## src/rtl/lvd_defines.svh

```systemverilog
/*
 * Constants of the low-voltage detector control block: register
 * offsets, field positions, reset values and timing counts.
 * Assumes it is included by bare name from the package and modules.
 */
`ifndef LVD_DEFINES_SVH
`define LVD_DEFINES_SVH

// =====================================================================
// Register map
`define LVD_ADDR_W 2
`define LVD_DATA_W 8
`define LVD_CTRL_ADDR 2'h0
`define LVD_IRQ_ADDR 2'h1
`define LVD_STAT_ADDR 2'h2

// =====================================================================
// Control register fields
`define LVD_CTRL_STABLE_BIT 5
`define LVD_CTRL_EN_BIT 4
`define LVD_CTRL_SEL_MSB 3
`define LVD_CTRL_SEL_LSB 0
`define LVD_SEL_W 4
`define LVD_SEL_RESET 4'h5
`define LVD_SEL_EXTERNAL 4'hF
`define LVD_SEL_MAX 4'hE
`define LVD_SEL_MIN 4'h2

// =====================================================================
// Interrupt control register fields
`define LVD_IRQ_FLAG_BIT 0
`define LVD_IRQ_IE_BIT 1
`define LVD_IRQ_GIE_BIT 2

// =====================================================================
// Status register fields
`define LVD_STAT_STABLE_BIT 0
`define LVD_STAT_REF_ON_BIT 1
`define LVD_STAT_UNSAFE_BIT 2
`define LVD_STAT_RSVD_BIT 3
`define LVD_STAT_EXT_BIT 4
`define LVD_STAT_SLEEP_BIT 5

// =====================================================================
// Timing
`define LVD_CLK_PERIOD_NS 100
`define LVD_REF_STARTUP_NS 20000
`define LVD_REF_STARTUP_CYC \
   ((`LVD_REF_STARTUP_NS + `LVD_CLK_PERIOD_NS - 1) / `LVD_CLK_PERIOD_NS)

`endif

```

## src/rtl/lvd_pkg.sv

```systemverilog
/*
 * Types of the low-voltage detector control block.
 * Assumes lvd_defines.svh is on the include path.
 */
`include "lvd_defines.svh"

package lvd_pkg;

   // ==================================================================
   // Register state of the control block
   typedef struct packed {
      logic en;
      logic [`LVD_SEL_W-1:0] sel;
      logic flag;
      logic ie;
      logic global_irq_enable;
      logic stable;
      logic [`LVD_DATA_W-1:0] rdata;
      logic irq;
      logic wake;
      logic pwr;
      logic div_en;
      logic ext;
      logic ref_en;
      logic [`LVD_SEL_W-1:0] tap;
   } lvd_state_t;

endpackage

```

## src/rtl/low_voltage_detector.sv

```systemverilog
/*
 * Control and flag logic of the supply low-voltage detector: control
 * register, reference start-up timing, detect flag, wake and
 * interrupt requests.
 * Assumes the analog comparator, divider and reference sit outside;
 * their levels are asynchronous. Sleep and the register port are on
 * core_clk_i.
 */
`timescale 1ns/10ps
`include "lvd_defines.svh"

// Functional notes
// - Control bits 7 and 6 read zero and ignore writes.
// - Control bit 5 is a read-only reference-stable flag, zero at reset.
// - Control bit 4 powers the detector up when one, down when zero.
// - Control bits 3..0 select the trip point, reset value 0101.
// - Select 1111 senses the external pin instead of the divider.
// - 1110 is highest tap, 0010 lowest; 0001 and 0000 are reserved.
// - Interrupt enable must not be set while the stable flag is zero.
// - Detect flag may be spurious at start-up; software clears it.
// - Reference start-up delay is fixed time, not clock-dependent.
// - No trip sets the detect flag until the reference is stable.
// - Reference shared with brown-out; delay only if both were off.
// - Detector keeps running in sleep; a trip sets flag and wakes (the code wakes only while interrupt enable is set).
// - Wake with global interrupts on continues at the vector.
// - Any reset returns the control register to its reset value.
// - Flag sets when sensed voltage falls below the set point.
// - Flag set with its enable on branches to the interrupt vector.
module low_voltage_detector #(
   parameter int REF_STARTUP_CYC = `LVD_REF_STARTUP_CYC,
   parameter int TIMER_W = 16
) (
   input wire logic core_clk_i,
   input wire logic rstn_i,
   input wire logic [`LVD_ADDR_W-1:0] addr_i,
   input wire logic [`LVD_DATA_W-1:0] wdata_i,
   input wire logic wr_i,
   input wire logic rd_i,
   output logic [`LVD_DATA_W-1:0] rdata_o,
   input wire logic sleep_i,
   input wire logic comparator_low_i,
   input wire logic reference_ok_i,
   input wire logic brownout_ref_on_i,
   output logic detector_power_enable_o,
   output logic divider_enable_o,
   output logic [`LVD_SEL_W-1:0] trip_point_select_o,
   output logic external_sense_input_o,
   output logic reference_enable_o,
   output logic wake_o,
   output logic irq_o
);

   // ==================================================================
   // State
   lvd_pkg::lvd_state_t q;
   lvd_pkg::lvd_state_t d;

   logic cmp_low_s;
   logic ref_ok_s;
   logic bor_on_s;
   logic timer_done;
   logic ctrl_wr;
   logic irq_wr;
   logic trip;
   logic unsafe;

   // ==================================================================
   // Field decoding used in several places
   function automatic logic sel_reserved(
      input logic [`LVD_SEL_W-1:0] sel
   );
      sel_reserved = (sel < `LVD_SEL_MIN);
   endfunction

   function automatic logic sel_external(
      input logic [`LVD_SEL_W-1:0] sel
   );
      sel_external = (sel == `LVD_SEL_EXTERNAL);
   endfunction

   // ==================================================================
   // Crossing of analog levels into the clock domain
   lvd_sync #(
      .WIDTH(3)
   ) u_sync (
      .core_clk_i(core_clk_i),
      .rstn_i(rstn_i),
      .async_i({comparator_low_i, reference_ok_i, brownout_ref_on_i}),
      .sync_o({cmp_low_s, ref_ok_s, bor_on_s})
   );

   // ==================================================================
   // Reference start-up timing, in cycles derived from a fixed time
   lvd_ref_timer #(
      .COUNT(REF_STARTUP_CYC),
      .CNT_W(TIMER_W)
   ) u_timer (
      .core_clk_i(core_clk_i),
      .rstn_i(rstn_i),
      .ref_on_i(q.ref_en),
      .done_o(timer_done)
   );

   // ==================================================================
   // Decode
   assign ctrl_wr = wr_i && (addr_i == `LVD_CTRL_ADDR);
   assign irq_wr = wr_i && (addr_i == `LVD_IRQ_ADDR);

   // Trip counts only once powered and the reference has settled
   assign trip = q.en && q.stable && cmp_low_s;

   // Interrupt enabled while results are not yet trustworthy
   assign unsafe = q.ie && !q.stable;

   // ==================================================================
   // Next state
   always_comb begin
      d = q;

      // Control register; bits 7..5 are not writable
      if (ctrl_wr) begin
         d.en = wdata_i[`LVD_CTRL_EN_BIT];
         d.sel = wdata_i[`LVD_CTRL_SEL_MSB:`LVD_CTRL_SEL_LSB];
      end

      // Interrupt control register
      if (irq_wr) begin
         d.ie = wdata_i[`LVD_IRQ_IE_BIT];
         d.global_irq_enable = wdata_i[`LVD_IRQ_GIE_BIT];
         d.flag = wdata_i[`LVD_IRQ_FLAG_BIT];
      end

      // Hardware set wins over a software clear in the same cycle
      if (trip) begin
         d.flag = 1'b1;
      end

      // Reference is shared: kept on by either user
      d.ref_en = q.en || bor_on_s;

      // Stable once powered, timer expired and the reference reports good
      d.stable = q.en && timer_done && ref_ok_s;

      // Analog steering
      d.pwr = q.en;
      d.ext = q.en && sel_external(q.sel);
      d.div_en = q.en && !sel_external(q.sel);
      if (sel_reserved(q.sel)) begin
         d.tap = `LVD_SEL_MIN;
      end else begin
         d.tap = q.sel;
      end

      // Wake from sleep on an enabled flag; vector when globally on
      d.wake = sleep_i && q.flag && q.ie;
      d.irq = q.flag && q.ie && q.global_irq_enable;

      // Read data stands only in the cycle after the strobe
      d.rdata = '0;
      if (rd_i) begin
         unique case (addr_i)
            `LVD_CTRL_ADDR: begin
               d.rdata[`LVD_CTRL_STABLE_BIT] = q.stable;
               d.rdata[`LVD_CTRL_EN_BIT] = q.en;
               d.rdata[`LVD_CTRL_SEL_MSB:`LVD_CTRL_SEL_LSB] = q.sel;
            end
            `LVD_IRQ_ADDR: begin
               d.rdata[`LVD_IRQ_FLAG_BIT] = q.flag;
               d.rdata[`LVD_IRQ_IE_BIT] = q.ie;
               d.rdata[`LVD_IRQ_GIE_BIT] = q.global_irq_enable;
            end
            `LVD_STAT_ADDR: begin
               d.rdata[`LVD_STAT_STABLE_BIT] = q.stable;
               d.rdata[`LVD_STAT_REF_ON_BIT] = q.ref_en;
               d.rdata[`LVD_STAT_UNSAFE_BIT] = unsafe;
               d.rdata[`LVD_STAT_RSVD_BIT] = sel_reserved(q.sel);
               d.rdata[`LVD_STAT_EXT_BIT] = sel_external(q.sel);
               d.rdata[`LVD_STAT_SLEEP_BIT] = sleep_i;
            end
            default: begin
               d.rdata = '0;
            end
         endcase
      end
   end

   // ==================================================================
   // Registers
   always_ff @(posedge core_clk_i) begin
      if (!rstn_i) begin
         q <= '0;
         q.sel <= `LVD_SEL_RESET;
         q.tap <= `LVD_SEL_RESET;
      end else begin
         q <= d;
      end
   end

   // ==================================================================
   // Outputs
   assign rdata_o = q.rdata;
   assign detector_power_enable_o = q.pwr;
   assign divider_enable_o = q.div_en;
   assign trip_point_select_o = q.tap;
   assign external_sense_input_o = q.ext;
   assign reference_enable_o = q.ref_en;
   assign wake_o = q.wake;
   assign irq_o = q.irq;

endmodule

```

## src/rtl/lvd_sync.sv

```systemverilog
/*
 * Two-flip-flop synchroniser for a group of independent levels.
 * Assumes each input bit is a slow level from outside the clock domain.
 */
`timescale 1ns/10ps

module lvd_sync #(
   parameter int WIDTH = 1
) (
   input wire logic core_clk_i,
   input wire logic rstn_i,
   input wire logic [WIDTH-1:0] async_i,
   output logic [WIDTH-1:0] sync_o
);

   typedef struct packed {
      logic [WIDTH-1:0] meta;
      logic [WIDTH-1:0] sync;
   } sync_state_t;

   sync_state_t q;
   sync_state_t d;

   always_comb begin
      d = q;
      d.meta = async_i;
      d.sync = q.meta;
   end

   always_ff @(posedge core_clk_i) begin
      if (!rstn_i) begin
         q <= '0;
      end else begin
         q <= d;
      end
   end

   assign sync_o = q.sync;

endmodule

```

## src/rtl/lvd_ref_timer.sv

```systemverilog
/*
 * Reference start-up timer: counts a fixed number of clock cycles
 * after the shared reference is switched on, then reports done.
 * Assumes ref_on_i comes from logic on the same clock.
 */
`timescale 1ns/10ps

module lvd_ref_timer #(
   parameter int COUNT = 200,
   parameter int CNT_W = 16
) (
   input wire logic core_clk_i,
   input wire logic rstn_i,
   input wire logic ref_on_i,
   output logic done_o
);

   typedef struct packed {
      logic [CNT_W-1:0] cnt;
      logic done;
   } timer_state_t;

   localparam logic [CNT_W-1:0] LAST = CNT_W'(COUNT - 1);

   timer_state_t q;
   timer_state_t d;

   always_comb begin
      d = q;
      if (!ref_on_i) begin
         d.cnt = '0;
         d.done = 1'b0;
      end else if (q.cnt == LAST) begin
         d.done = 1'b1;
      end else begin
         d.cnt = q.cnt + CNT_W'(1);
      end
   end

   always_ff @(posedge core_clk_i) begin
      if (!rstn_i) begin
         q <= '0;
      end else begin
         q <= d;
      end
   end

   assign done_o = q.done;

endmodule

```

## config.mk

```make
export PLATFORM = sky130hd
export DESIGN_NAME = low_voltage_detector
export DESIGN_NICKNAME = d
export VERILOG_FILES = /design/src/rtl/lvd_pkg.sv /design/src/rtl/low_voltage_detector.sv /design/src/rtl/lvd_sync.sv /design/src/rtl/lvd_ref_timer.sv
export VERILOG_INCLUDE_DIRS = /design/src /design/src/rtl
export SDC_FILE = /design/constraint.sdc
export NUM_CORES = 1
export LEC_CHECK = 0
export BUFFER_PORTS_ARGS = -buffer_cell sky130_fd_sc_hd__buf_2
export CAP_MARGIN = 25
export CELL_PAD_IN_SITES_DETAIL_PLACEMENT = 1
export CELL_PAD_IN_SITES_GLOBAL_PLACEMENT = 1
export CORE_MARGIN = 8
export CORE_UTILIZATION = 26
export CTS_CLUSTER_SIZE = 30
export DETAILED_ROUTE_END_ITERATION = 8
export PLACE_DENSITY_LB_ADDON = 0.08
export SLEW_MARGIN = 20
export SYNTH_ARGS = -nofsm -noshare
export SYNTH_HDL_FRONTEND = slang
export SYNTH_SLANG_ARGS = --single-unit
export TNS_END_PERCENT = 100
```

## constraint.sdc

```tcl
create_clock -name core_clk_i -period 2.1 [get_ports core_clk_i]
set_input_delay 0.21 -clock core_clk_i [delete_from_list [all_inputs] [get_ports core_clk_i]]
set_output_delay 0.21 -clock core_clk_i [all_outputs]
set_load 0.05 [all_outputs]
```

==> results.tsv <==
stage	metric	value	unit
run_status	status	completed	
sta	Period minus WS final	1.69	ns
floorplanning	standard-cell rows	31	
clocking	CTS clk-pin slew, worst paths	0.09	ns
sta	Setup Skew	0.00557	ns
floorplanning	I/O pin count	36	
grt	grt total ovfl	0	
routing	Met1 Routed Length	2320	um
setup_path	cell breakdown of the critical path	ha_1 -> nand3_1 -> nor4_1 -> xnor2_1 -> nor2_1	
yosys	Post-Synth Adder-Cell Area	0.654	%
setup_path	top fanout value on the critical path	7	
flow_run	Max-Cap Viols	0	
clocking	Post-CTS Hold Fix Bufs	0	
yosys	fraction of registers with async set/reset	0	%
setup_path	Bufs and invs on worst path	0	
floorplanning	CORE AREA	7180	sq um
sta	Worst-Margin Slew	0.613	ns
yosys	simple-gate share of the synthesized area	24.6	%
sta	setup_tns	0	ns
yosys	Synth Area in XOR/XNOR	4.58	%
min_path	Hold Crit Endpoint	u_sync.d[1]	
grt	initial antenna violation count	0	
setup_path	flop-to-flop setup slack	0.41	ns
routing	ANT nets after route	0	
yosys	synthesized instance count	200	
power_and_ir_drop	Comb power frac	5.9	%
routing	met2 wire length	1870	um
yosys	Synth Area per Inst	9.56	sq um
routing	# DRC	0	
yosys	flops & latches, synth	48	
setup_path	reg2reg start	u_timer.q[2]	
floorplanning	Die Wd	102	um
cells_and_area	register area	961	sq um
yosys	Seq/Total Area, Yosys	50.3	%
power_and_ir_drop	Tot Pwr	1730	uW
setup_path	RR Endpoint	u_timer.q[15]	
cells_and_area	layout cell share with drive strength beyond 1	19.8	%
setup_path	crit path launch type	register	
sta	RSZ-0062 raised after global routing	false	
yosys	number of synthesized flops with an enable pin	0	
setup_path	R2R cell count	5	
clocking	setup bufs post-CTS	0	
grt	first-pass GRT wire length	7380	um
setup_path	Worst EP arrival	1.85	ns
setup_path	Critical Path End Type	register	
clocking	Worst-Skew Late Latency	0.30	ns
power_and_ir_drop	cell-internal power	1320	uW
routing	drt pass-1 iters	4	
yosys	top_reg_cell synth	dfxtp_1	
routing	highest metal used	met4	
cells_and_area	Area growth, synth to finish	15.2	%
yosys	main combinational cell family by area after synthesis	simple AND/OR/NAND/NOR gates	
clocking	Resize count post-CTS	0	
yosys	post-synth design cell area	1910	sq um
yosys	mux share of post-synthesis cell area	7.33	%
setup_path	Largest stage delay, worst path	0.43	ns
yosys	Yosys warnings	0	
clocking	Root Driver	clkbuf_8	
yosys	Compound-Gate Fraction of Synth Area	5.24	%
routing	initial drt markers	74	
floorplanning	Die H	102	um
grt	Total GRT Usage	8.97	%
min_path	number of cells on the worst hold path	2	
cells_and_area	most common cell after layout, fill and taps aside	dfxtp_1	
sta	Slew Viols, Final	0	
power_and_ir_drop	Pleak	0.000830	uW
sta	Relative slew margins	59.0	%
cells_and_area	Multi-input gate area	818	sq um
setup_path	worst path required time	2.27	ns
routing	via count	1401	
placed_design	number of port buffers	30	
min_path	beginning of the worst hold path	reference_ok_i	
setup_path	slowest stage cell, crit path	nor4_1	
power_and_ir_drop	P per Cell Area	784	nW/um^2
clocking	CTS Sinks	48	
grt	number of global-route vias before repair	1481	
sta	Setup-failing EPs final	0	
cells_and_area	NumNets Final	240	
floorplanning	Starting Density	26.6	%
power_and_ir_drop	Seq pwr share	54.3	%
cells_and_area	commonest non-fill, non-tap cells in the layout	48 x dfxtp_1, 30 x buf_2, 20 x nor2_1, 14 x mux2i_1, 11 x nand2_1	
clocking	CTS tree	yes	
clocking	H-tree level count	2	
routing	routed vias/inst	4.36	
clocking	total CTS buffers	5	
power_and_ir_drop	Sw Ratio	23.5	%
yosys	number of distinct library cells after synthesis	34	
power_and_ir_drop	Max IR drop VDD	0.000362	V
cells_and_area	Fill cells	849	
routing	Avg WL per Cell	13.9	um
routing	met3 WL post-DR	227	um
power_and_ir_drop	Clk pwr share	39.8	%
floorplanning	full die area	10400	sq um
routing	WL final	4450	um
placed_design	RD Place Congestion	0.740	
setup_path	crit path kind	reg2reg	
power_and_ir_drop	Net Sw Power	406	uW
placed_design	Detailed Place HPWL	3260	um
sta	maximum clock frequency	0.592	GHz
sta	period utilization	80.4	%
sta	Final Hold Viols	0	
min_path	Hold Crit Class	in2reg	
cells_and_area	n_diodes	0	
grt	largest net degree at the start of global routing	24	
clocking	CTS Buffer Depth	2	
setup_path	CP top delay family	simple AND/OR/NAND/NOR gates	
-- synthesized netlist by cell type (5+ instances only) --
cell type  number  share of area [%]
xnor2_1         8                3.7
nor4_1          6                2.0
nor2b_1         6                2.0
mux2i_1        14                7.3
dfxtp_1        48                 50
nand3_1         6                1.6
buf_4          12                4.7
nor3_1          7                1.8
inv_1           5               0.98
or3_1           5                1.6
and2_1          9                2.9
nor2_1         20                3.9
a21oi_1         8                2.1
nand2_1        11                2.2
clkbuf_1        6                1.2
-- registers in the layout, indices dropped and copies added (netlist names) --
| name | flops |
|---|---|
| irq_o | 1 |
| reference_enable_o | 1 |
| u_timer.q | 16 |
| q | 8 |
| trip_point_select_o | 4 |
| external_sense_input_o | 1 |
| u_sync.sync_o | 3 |
| u_sync.d | 3 |
| d | 1 |
| rdata_o | 6 |
| detector_power_enable_o | 1 |
| divider_enable_o | 1 |
| u_timer.done_o | 1 |
| wake_o | 1 |
-- metrics by stage --
step / hold slack [ns] / cells / worst slack [ns] / util [%] / area, sq um
after floorplan: 0.337 / 201 / 0.620 / - / 1920
after global placement: 0.419 / 313 / 0.440 / 29.1 / 2090
after detailed placement: 0.421 / 313 / 0.399 / 29.1 / 2090
after CTS: 0.107 / 321 / 0.384 / 30.7 / 2200
after global routing: 0.105 / 321 / 0.246 / 30.7 / 2200
final: 0.118 / 321 / 0.411 / 30.7 / 2200
-- worst max path at each step --
stage            startpoint            end  slack, ns  depth (start not counted)
2_1_floorplan  u_timer.q[1]   u_timer.q[4]       0.62                          6
3_3_place_gp   u_timer.q[1]  u_timer.q[15]       0.44                          5
3_5_place_dp   u_timer.q[1]  u_timer.q[15]       0.40                          5
4_1_cts        u_timer.q[1]  u_timer.q[15]       0.38                          5
5_1_grt        u_timer.q[2]  u_timer.q[15]       0.25                          5
6_report       u_timer.q[2]  u_timer.q[15]       0.41                          5
-- cell type report --
cell class / count / share of cell area, %
clock buffers: 5 / 3.13
clock inverters: 3 / 2.10
inverters: 5 / 0.852
multi-input cells: 129 / 37.2
flip-flops and latches: 48 / 43.6
well taps: 99 / 5.63
repair buffers: 32 / 7.50
-- layer usage --
layer	track usage [%]	vias up
met3	2.96	2
li1	-	706
met1	12.0	671
met4	2.75	0
met2	13.2	22
met5	0	-
-- cell families after synthesis --
kind of cell               Yosys count
AOI/OAI and AO/OA                   17
xor gates and xnor gates            10
adders and majority gates            1
buffers and inverters               24
DFF                                 48
muxes                               14
other                                1
and+or+nand+nor                     85
-- power by group through the flow --
stage	registers, uW	logic, uW	clock network, uW
4_1_cts	938	104	717
2_1_floorplan	961	75.5	0
6_report	938	102	687
5_1_grt	941	112	750
3_3_place_gp	959	102	0
3_5_place_dp	959	104	0
(Power assumes the default switching activity.)
